===== src/common/edr_params.svh =====
// Constants for the energy-detect and link-diagnostics register logic.
// Assumes a 40 MHz management-side clock and 5-bit register addresses.
`ifndef EDR_PARAMS_SVH
`define EDR_PARAMS_SVH

`define EDR_ADDR_PAGE_SELECT 5'h13
`define EDR_ADDR_ED_CTRL 5'h1D
`define EDR_ADDR_CABLE_LENGTH 5'h14
`define EDR_ADDR_FREQ 5'h15
`define EDR_PAGE_DIAG 2'h2
`define EDR_THRESH_RESET 4'h1
`define EDR_LEN_UNKNOWN 8'hFF
`define EDR_BURST_PULSES 3'h4
`define EDR_BIT_ENABLE 15
`define EDR_BIT_AUTO_UP 14
`define EDR_BIT_AUTO_DOWN 13
`define EDR_BIT_BURST_DIS 11
`define EDR_BIT_PWR_STATE 10
`define EDR_BIT_ERR_MET 9
`define EDR_BIT_DATA_MET 8
`define EDR_BIT_SAMPLE 15
`define EDR_BIT_SELECT_FREQ_CONTROL 8
`define EDR_CLK_HZ 40000000
`define EDR_IDLE_SEC 2
`define EDR_IDLE_CYCLES (`EDR_CLK_HZ * `EDR_IDLE_SEC)

`endif


===== src/common/edr_pkg.sv =====
// Types shared by the energy-detect and diagnostics register logic.
// Assumes the constants header is included by each user.
package edr_pkg;
  // One management access as seen by the register block.
  typedef struct packed {
    logic wr;
    logic rd;
    logic [4:0] addr;
    logic [15:0] wdata;
  } edr_req_s;
  // Values offered by the signal processor for sampling.
  typedef struct packed {
    logic [7:0] long_offset;
    logic [7:0] freq_control;
  } edr_dsp_s;
  typedef enum logic [1:0] {
    EDR_DOWN,
    EDR_BURST,
    EDR_UP
  } edr_pwr_e;
endpackage


===== src/hdl/edr_event_ctr.sv =====
// Saturating four-bit event counter with threshold compare.
// Assumes single-cycle event pulses and a shared idle clear.
`timescale 1ns/1ps
module edr_event_ctr (
  input wire logic sys_clk, // Clock.
  input wire logic nrst, // Synchronous reset, active low.
  input wire logic ce, // Clock enable.
  input wire logic clr, // Return count to zero.
  input wire logic evt, // One event.
  input wire logic [3:0] thresh, // Programmed threshold.
  output logic met_q // Count has reached the threshold.
);
  logic [3:0] cnt_q;

  // The count saturates so a long burst cannot wrap below the threshold.
  always_ff @(posedge sys_clk) begin
    if (!nrst) begin
      cnt_q <= 4'h0;
    end else if (ce) begin
      if (clr) begin
        cnt_q <= 4'h0;
      end else if (evt && cnt_q != 4'hF) begin
        cnt_q <= cnt_q + 4'h1;
      end
    end
  end

  // Registered compare, made only on an event. A hit is one cycle long, so
  // a clear-on-read flag above it really clears until the next event.
  always_ff @(posedge sys_clk) begin
    if (!nrst) begin
      met_q <= 1'b0;
    end else if (ce) begin
      met_q <= !clr && evt &&
               ((cnt_q != 4'hF ? cnt_q + 4'h1 : cnt_q) >= thresh);
    end
  end
endmodule


===== src/hdl/edr_regs.sv =====
// Energy-detect control/status and page-2 link diagnostics registers.
// Assumes a decoded management access port, one request per cycle, and
// detector and signal-processor inputs synchronous to sys_clk.
`timescale 1ns/1ps
`include "edr_params.svh"

module edr_regs #(
  parameter int unsigned IDLE_CYCLES = `EDR_IDLE_CYCLES
) (
  input wire logic sys_clk, // 40 MHz clock.
  input wire logic nrst, // Synchronous reset, active low.
  input wire logic ce, // Clock enable; freezes all state when low.
  input wire edr_pkg::edr_req_s req, // Management access.
  input wire logic enable_strap, // Enable value caught after reset.
  input wire logic data_evt, // One-cycle energy data event.
  input wire logic err_evt, // One-cycle energy error event.
  input wire logic energy_present, // Detector sees energy on the line.
  input wire logic link_100_up, // 100 Mb/s with link up.
  input wire logic len_valid, // Length estimator has a result.
  input wire logic [7:0] len_est, // Length estimate in metres.
  input wire edr_pkg::edr_dsp_s dsp, // Signal-processor frequency values.
  output logic [15:0] rdata_q, // Read data, valid the cycle after rd.
  output logic rvalid_q, // Read data strobe.
  output logic pulse_q, // One energy-detect data pulse.
  output logic pwr_up_q // Detector powered up.
);
  logic [1:0] page_q;
  logic en_q, auto_up_q, auto_down_q, burst_dis_q;
  logic [3:0] err_th_q, data_th_q;
  logic err_met_q, data_met_q, select_freq_control_q;
  logic [7:0] freq_q;
  logic strap_done_q;
  logic [26:0] idle_q;
  logic idle_clr;
  logic err_hit, data_hit;
  logic [2:0] burst_q;
  edr_pkg::edr_pwr_e pwr_q;
  logic diag_page;
  logic wr_ed, rd_ed, wr_freq;

  // Page-two registers only decode while page select holds the value 2.
  assign diag_page = page_q == `EDR_PAGE_DIAG;
  assign wr_ed = req.wr && req.addr == `EDR_ADDR_ED_CTRL;
  assign rd_ed = req.rd && req.addr == `EDR_ADDR_ED_CTRL;
  assign wr_freq = req.wr && diag_page && req.addr == `EDR_ADDR_FREQ;

  // Page select register.
  always_ff @(posedge sys_clk) begin
    if (!nrst) begin
      page_q <= 2'h0;
    end else if (ce && req.wr && req.addr == `EDR_ADDR_PAGE_SELECT) begin
      page_q <= req.wdata[1:0];
    end
  end

  // The enable strap is caught on the first enabled edge after reset,
  // since a reset flop must not take a port value.
  always_ff @(posedge sys_clk) begin
    if (!nrst) begin
      strap_done_q <= 1'b0;
    end else if (ce) begin
      strap_done_q <= 1'b1;
    end
  end

  // Energy-detect control fields.
  always_ff @(posedge sys_clk) begin
    if (!nrst) begin
      en_q <= 1'b0;
      auto_up_q <= 1'b1;
      auto_down_q <= 1'b1;
      burst_dis_q <= 1'b0;
      err_th_q <= `EDR_THRESH_RESET;
      data_th_q <= `EDR_THRESH_RESET;
    end else if (ce) begin
      if (!strap_done_q) begin
        en_q <= enable_strap;
      end else if (wr_ed) begin
        en_q <= req.wdata[`EDR_BIT_ENABLE];
      end
      if (wr_ed) begin
        auto_up_q <= req.wdata[`EDR_BIT_AUTO_UP];
        auto_down_q <= req.wdata[`EDR_BIT_AUTO_DOWN];
        burst_dis_q <= req.wdata[`EDR_BIT_BURST_DIS];
        err_th_q <= req.wdata[7:4];
        data_th_q <= req.wdata[3:0];
      end
    end
  end

  // Idle timer restarts on every data event; expiry clears the counters.
  assign idle_clr = idle_q == 27'(IDLE_CYCLES - 1);
  always_ff @(posedge sys_clk) begin
    if (!nrst) begin
      idle_q <= 27'h000_0000;
    end else if (ce) begin
      if (data_evt || idle_clr) begin
        idle_q <= 27'h000_0000;
      end else begin
        idle_q <= idle_q + 27'h000_0001;
      end
    end
  end

  // One counter per event kind; idle expiry and disable both clear them.
  edr_event_ctr u_err_ctr (
    .sys_clk(sys_clk),
    .nrst(nrst),
    .ce(ce),
    .clr(idle_clr || !en_q),
    .evt(err_evt),
    .thresh(err_th_q),
    .met_q(err_hit)
  );
  edr_event_ctr u_data_ctr (
    .sys_clk(sys_clk),
    .nrst(nrst),
    .ce(ce),
    .clr(idle_clr || !en_q),
    .evt(data_evt),
    .thresh(data_th_q),
    .met_q(data_hit)
  );

  // Sticky met flags: a new hit in the read cycle wins over the clear.
  always_ff @(posedge sys_clk) begin
    if (!nrst) begin
      err_met_q <= 1'b0;
      data_met_q <= 1'b0;
    end else if (ce) begin
      if (err_hit) begin
        err_met_q <= 1'b1;
      end else if (rd_ed) begin
        err_met_q <= 1'b0;
      end
      if (data_hit) begin
        data_met_q <= 1'b1;
      end else if (rd_ed) begin
        data_met_q <= 1'b0;
      end
    end
  end

  // Power state machine; the error flag never steers it.
  always_ff @(posedge sys_clk) begin
    if (!nrst) begin
      pwr_q <= edr_pkg::EDR_DOWN;
      burst_q <= 3'h0;
    end else if (ce) begin
      unique case (pwr_q)
        edr_pkg::EDR_DOWN: begin
          if (en_q && auto_up_q && data_hit) begin
            pwr_q <= edr_pkg::EDR_BURST;
            burst_q <= burst_dis_q ? 3'h1 : `EDR_BURST_PULSES;
          end
        end
        edr_pkg::EDR_BURST: begin
          burst_q <= burst_q - 3'h1;
          if (burst_q == 3'h1) begin
            pwr_q <= edr_pkg::EDR_UP;
          end
        end
        edr_pkg::EDR_UP: begin
          if (!en_q || (auto_down_q && !energy_present)) begin
            pwr_q <= edr_pkg::EDR_DOWN;
          end
        end
        default: pwr_q <= edr_pkg::EDR_DOWN;
      endcase
    end
  end

  // Registered pin outputs.
  always_ff @(posedge sys_clk) begin
    if (!nrst) begin
      pulse_q <= 1'b0;
      pwr_up_q <= 1'b0;
    end else if (ce) begin
      pulse_q <= pwr_q == edr_pkg::EDR_BURST;
      pwr_up_q <= pwr_q != edr_pkg::EDR_DOWN;
    end
  end

  // Frequency sample: the strobe is not stored, only the sampled value.
  always_ff @(posedge sys_clk) begin
    if (!nrst) begin
      select_freq_control_q <= 1'b0;
      freq_q <= 8'h00;
    end else if (ce && wr_freq) begin
      select_freq_control_q <= req.wdata[`EDR_BIT_SELECT_FREQ_CONTROL];
      if (req.wdata[`EDR_BIT_SAMPLE]) begin
        // The select bit written with the strobe picks the source.
        freq_q <= req.wdata[`EDR_BIT_SELECT_FREQ_CONTROL] ? dsp.freq_control
                                             : dsp.long_offset;
      end
    end
  end

  // Read mux; reserved bits and the sample strobe read as zero.
  always_ff @(posedge sys_clk) begin
    if (!nrst) begin
      rdata_q <= 16'h0000;
      rvalid_q <= 1'b0;
    end else if (ce) begin
      rvalid_q <= req.rd;
      rdata_q <= 16'h0000;
      if (req.rd) begin
        if (req.addr == `EDR_ADDR_PAGE_SELECT) begin
          rdata_q <= {14'h0000, page_q};
        end else if (rd_ed) begin
          rdata_q <= {en_q, auto_up_q, auto_down_q, 1'b0, burst_dis_q,
                      pwr_q != edr_pkg::EDR_DOWN, err_met_q,
                      data_met_q, err_th_q, data_th_q};
        end else if (diag_page && req.addr == `EDR_ADDR_CABLE_LENGTH) begin
          rdata_q <= {8'h00,
                      (link_100_up && len_valid) ? len_est
                                                 : `EDR_LEN_UNKNOWN};
        end else if (diag_page && req.addr == `EDR_ADDR_FREQ) begin
          // Offset is passed through as a raw two's complement code.
          rdata_q <= {1'b0, 6'h00, select_freq_control_q, freq_q};
        end
      end
    end
  end

  // Assertions and covers.
  chk_err_flag_set: assert property (@(posedge sys_clk) disable iff (!nrst)
    ce && err_hit |=> err_met_q) else $error("error flag not set");
  chk_data_flag_set: assert property (@(posedge sys_clk) disable iff (!nrst)
    ce && data_hit |=> data_met_q) else $error("data flag not set");
  chk_err_cor: assert property (@(posedge sys_clk) disable iff (!nrst)
    ce && rd_ed && !err_hit |=> !err_met_q)
    else $error("error flag not cleared");
  chk_burst_len: assert property (@(posedge sys_clk) disable iff (!nrst)
    ce && pwr_q == edr_pkg::EDR_DOWN && $past(ce) && en_q && auto_up_q &&
    data_hit && !burst_dis_q ##1 ce [*4] |-> ##1 pulse_q &&
    $past(pulse_q) && $past(pulse_q, 2) && $past(pulse_q, 3))
    else $error("burst not four pulses");
  chk_single_pulse: assert property (@(posedge sys_clk) disable iff (!nrst)
    ce && pwr_q == edr_pkg::EDR_DOWN && en_q && auto_up_q && data_hit &&
    burst_dis_q ##1 ce [*2] |-> ##1 !pulse_q && $past(pulse_q))
    else $error("burst not single pulse");
  chk_len_unknown: assert property (@(posedge sys_clk) disable iff (!nrst)
    ce && req.rd && diag_page && req.addr == `EDR_ADDR_CABLE_LENGTH &&
    !(link_100_up && len_valid) |=> rdata_q == 16'h00FF)
    else $error("unknown length not FF");
  chk_freq_rd: assert property (@(posedge sys_clk) disable iff (!nrst)
    ce && req.rd && diag_page && req.addr == `EDR_ADDR_FREQ |=>
    rdata_q[15:9] == 7'h00) else $error("reserved freq bits set");
  chk_page_gate: assert property (@(posedge sys_clk) disable iff (!nrst)
    ce && req.rd && !diag_page && req.addr == `EDR_ADDR_CABLE_LENGTH |=>
    rdata_q == 16'h0000) else $error("page two read off page");
  chk_sample_src: assert property (@(posedge sys_clk) disable iff (!nrst)
    ce && wr_freq && req.wdata[`EDR_BIT_SAMPLE] && req.wdata[`EDR_BIT_SELECT_FREQ_CONTROL]
    |=> freq_q == $past(dsp.freq_control))
    else $error("control not sampled");
  chk_auto_down: assert property (@(posedge sys_clk) disable iff (!nrst)
    ce && pwr_q == edr_pkg::EDR_UP && auto_down_q && !energy_present |=>
    pwr_q == edr_pkg::EDR_DOWN) else $error("no auto power down");
  cov_power_up: cover property (@(posedge sys_clk) disable iff (!nrst)
    pwr_q == edr_pkg::EDR_DOWN ##1 pwr_q == edr_pkg::EDR_BURST);
  cov_idle_clear: cover property (@(posedge sys_clk) disable iff (!nrst)
    idle_clr);
  cov_sample: cover property (@(posedge sys_clk) disable iff (!nrst)
    wr_freq && req.wdata[`EDR_BIT_SAMPLE]);
endmodule


===== config.mk =====
export PLATFORM = sky130hd
export DESIGN_NAME = edr_regs
export DESIGN_NICKNAME = d
export VERILOG_FILES = /design/src/common/edr_pkg.sv /design/src/hdl/edr_event_ctr.sv /design/src/hdl/edr_regs.sv
export VERILOG_INCLUDE_DIRS = /design/src /design/src/common
export SDC_FILE = /design/constraint.sdc
export NUM_CORES = 1
export LEC_CHECK = 0
export ABC_AREA = 1
export BUFFER_PORTS_ARGS = -buffer_cell sky130_fd_sc_hd__clkbuf_2
export CORE_MARGIN = 3
export CORE_UTILIZATION = 60
export DETAILED_ROUTE_END_ITERATION = 7
export GPL_TIMING_DRIVEN = 1
export PLACE_DENSITY_LB_ADDON = 0.12
export SLEW_MARGIN = 10
export SYNTH_ARGS = -nofsm -noshare
export SYNTH_HDL_FRONTEND = slang
export SYNTH_SLANG_ARGS = --single-unit

===== constraint.sdc =====
create_clock -name sys_clk -period 3.95 [get_ports sys_clk]
set_input_delay 0.1975 -clock sys_clk [delete_from_list [all_inputs] [get_ports sys_clk]]
set_output_delay 0.1975 -clock sys_clk [all_outputs]
set_load 0.02 [all_outputs]

==> summary.txt <==
Run status
  • Status: complete, no violations

Global routing
  • Overflow after GRT: 0
  • Vias in the first global route: roughly 4k
  • Initial antenna violation count: 0
  • Largest net degree at the start of global routing: 32
  • First-pass GRT wire length: approximately 18 mm
  • Total GRT Usage: about a quarter

Worst hold path
  • Min-Delay Endpoint: err_th_q[0]
  • Hold crit path type: input port to register
  • Hold wc startpoint: req[4]
  • Hold Crit Depth: 3

Final layout
  • Area Growth Syn to Fin: 12.9%
  • Antenna diode count: 0
  • Final net count: 768
  • Final Core Density: 71.9%
  • Fraction of layout cells with a size suffix above 1: 16.9%
  • # fillers: about 620

Logic synthesis
  • Post-synth ARST share: 0%
  • Main synth FF type: dfxtp_1
  • Syn avg cell area: 7.01 um2
  • Seq/Total Area, Yosys: about 39%
  • Yosys cell types: 33
  • Synthesized Nets: approximately 700
  • Syn Inst Count: around 640
  • Top cell type by total area after synthesis: dfxtp_1
  • Synth top area share: 38.5%
  • Post-synth EDFFs: 0
  • Post-synth top cells: nand2_1, dfxtp_1, inv_1, nor2_1, a21oi_1
  • Seq cells post-synth: 86
  • Count leader, synth: nand2_1
  • Top area cells in the synthesized netlist: dfxtp_1, nand2_1, inv_1
  • Syn Std Cell Area: about 0.0045 mm2
  • Yosys warnings: 0

Routing
  • Via count: 4326
  • Detailed Routing Iterations Pass 1: 5
  • Wire per inst: around 13 um
  • 1st-iter DRT viols: 300
  • DRT antenna net count: 0
  • Drt via density: 5.41
  • DRC Markers: 0
  • DRT Wirelength: roughly 11 mm

Power
  • PwrDens: 330 mW/mm2
  • Maximum ir drop on the vdd rail: 0.221 mV
  • Leak: between 2 and 2.5 nW

STA
  • RSZ-0062 raised after global routing: no
  • Setup_tns: 0 ns
  • Final period utilization: 60.0%
  • Worst-Margin Slew: just over 1 ns
  • Final Setup Violations: 0
  • Max Fclk: 422 MHz
  • Min Hold Slack: between 0.07 and 0.08 ns
  • Minimum clock period: about 2.4 ns
  • Fin. max-slew vios: 0
  • Slew headroom: between 30% and 40%
  • Final hold vios: 0
  • Skew final: around 0.013 ns

Worst setup path
  • Critical path type: register to register
  • CP Capture Type: register
  • R2R Path End: freq_q[4]
  • Startpoint Class: register
  • CP arrival: between 2 and 3 ns
  • CP Max Fanout: 16
  • Reg2reg setup slack: 1.58 ns
  • Worst EP required: about 4.2 ns
  • Worst reg2reg path depth: 6
  • Worst R2R Start: page_q[0]

Floorplan
  • Starting Density: a little under two thirds
  • I/O pin count: 75
  • Die Wd: between 90 and 100 um
  • Die Y: approximately 90 um
  • Core ar.: ~0.0070 mm2
  • Full die area: around 0.0085 mm2
  • FP Rows: 30

Clocking
  • Clk sinks: 86
  • CTS tree: yes
  • CTS Buf Count: 9
  • Cts repair resizes: 0
  • Worst-case clock buffer depth: 2
  • CTS Hold Bufs: 0
  • CTS clk-pin slew, worst paths: about 0.08 ns
  • Clk_lat worst skew: 0.35 ns
  • Setup bufs post-CTS: 0
  • Root Buffer: clkbuf_8
  • H-tree levels: 3

Placement
  • Port buffer count: 70
  • Global placer's final weighted congestion: about 0.9
  • Hpwl dp: ~8.1 mm

Run
  • Max-cap violations: 0
-- critical path: stages, from the launching register on --
cell and delay (ns):
dfxtp_1 0.32, inv_1 0.07, nand2_1 0.06, nor3_1 0.75
nand3_1 0.62, o21ai_0 0.36, a21oi_1 0.06
-- placed cells by master (no fill, tap or decap), types with 3 or more instances in the layout --
master / n
xor2_1: 12
inv_2: 4
nor2_4: 4
clkbuf_8: 11
a21oi_1: 55
o21ai_0: 26
o211ai_1: 12
dfxtp_1: 86
ha_1: 13
a211oi_1: 3
nor3_1: 13
nor2_1: 74
clkbuf_2: 70
mux2_2: 10
nor2_2: 6
inv_1: 74
xnor2_1: 6
o21ai_1: 3
nand4_1: 13
nand2_1: 146
nand2_2: 6
nand3_1: 41
-- logic make-up after synthesis --
group                      Yosys count  synth area share [%]
buffers and inverters               98                  8.93
and+or+nand+nor                    310                  30.5
AOI/OAI and AO/OA                  101                  12.3
adders and majority gates           13                  3.64
xor gates and xnor gates            18                  3.53
muxes                               10                  2.52
DFF                                 86                  38.5
other                                1                0.0839
-- flip-flops by register name, summed over array words and instances, names as in the netlist, 3 cells and up --
name              flops
data_th_q             4
burst_q               3
err_th_q              4
u_data_ctr.cnt_q      4
freq_q                8
idle_q               27
u_err_ctr.cnt_q       4
rdata_q              15
-- metrics by stage --
stage / cells / total power [mW] / cell area (um2) / worst slack, ns
finish: 800 / 1.66 / 5050 / 1.58
global route: 800 / 1.72 / 5050 / 1.27
CTS: 800 / 1.67 / 5050 / 1.64
detailed placement: 784 / 1.04 / 4840 / 1.63
global placement: 784 / 1.03 / 4840 / 1.70
floorplan: 637 / 0.991 / 4470 / 2.07
-- power by group --
part	total [mW]	switching, mW	internal [mW]	leakage (nW)
registers	0.886	0.00917	0.877	0.695
clock network	0.646	0.316	0.330	0.103
logic	0.131	0.0821	0.0493	1.35
total	1.66	0.407	1.26	2.15
-- routing by layer --
| layer | share of wire (%) | global-route usage, % | vias to the layer above | wire (um) |
|---|---|---|---|---|
| li1 | - | - | 2185 | - |
| met1 | 45 | 35.6 | 1992 | 4830 |
| met2 | 48 | 43.5 | 139 | 5090 |
| met3 | 6.2 | 4.71 | 10 | 665 |
| met4 | 0.95 | 5.57 | 0 | 102 |
| met5 | 0 | 0 | - | 0 |
-- layout make-up --
type,count,area [um2],share of cell area (%)
flip-flops and latches,86,1720,34.1
inverters,79,297,5.88
well taps,96,120,2.38
clock buffers,12,155,3.07
clock inverters,4,55.1,1.09
repair buffers,70,350,6.94
multi-input cells,453,2350,46.5
-- worst max-delay path by stage --
| stage | startpoint | endpoint | slack [ns] |
|---|---|---|---|
| 3_5_place_dp | req[19] | freq_q[5] | 1.63 |
| 6_report | page_q[0] | freq_q[4] | 1.58 |
| 2_1_floorplan | u_err_ctr.cnt_q[0] | u_err_ctr.met_q | 2.07 |
| 4_1_cts | page_q[0] | freq_q[4] | 1.64 |
| 3_3_place_gp | req[19] | freq_q[2] | 1.70 |
| 5_1_grt | page_q[0] | freq_q[4] | 1.27 |
Note: power is estimated with default switching activity, not from simulation.
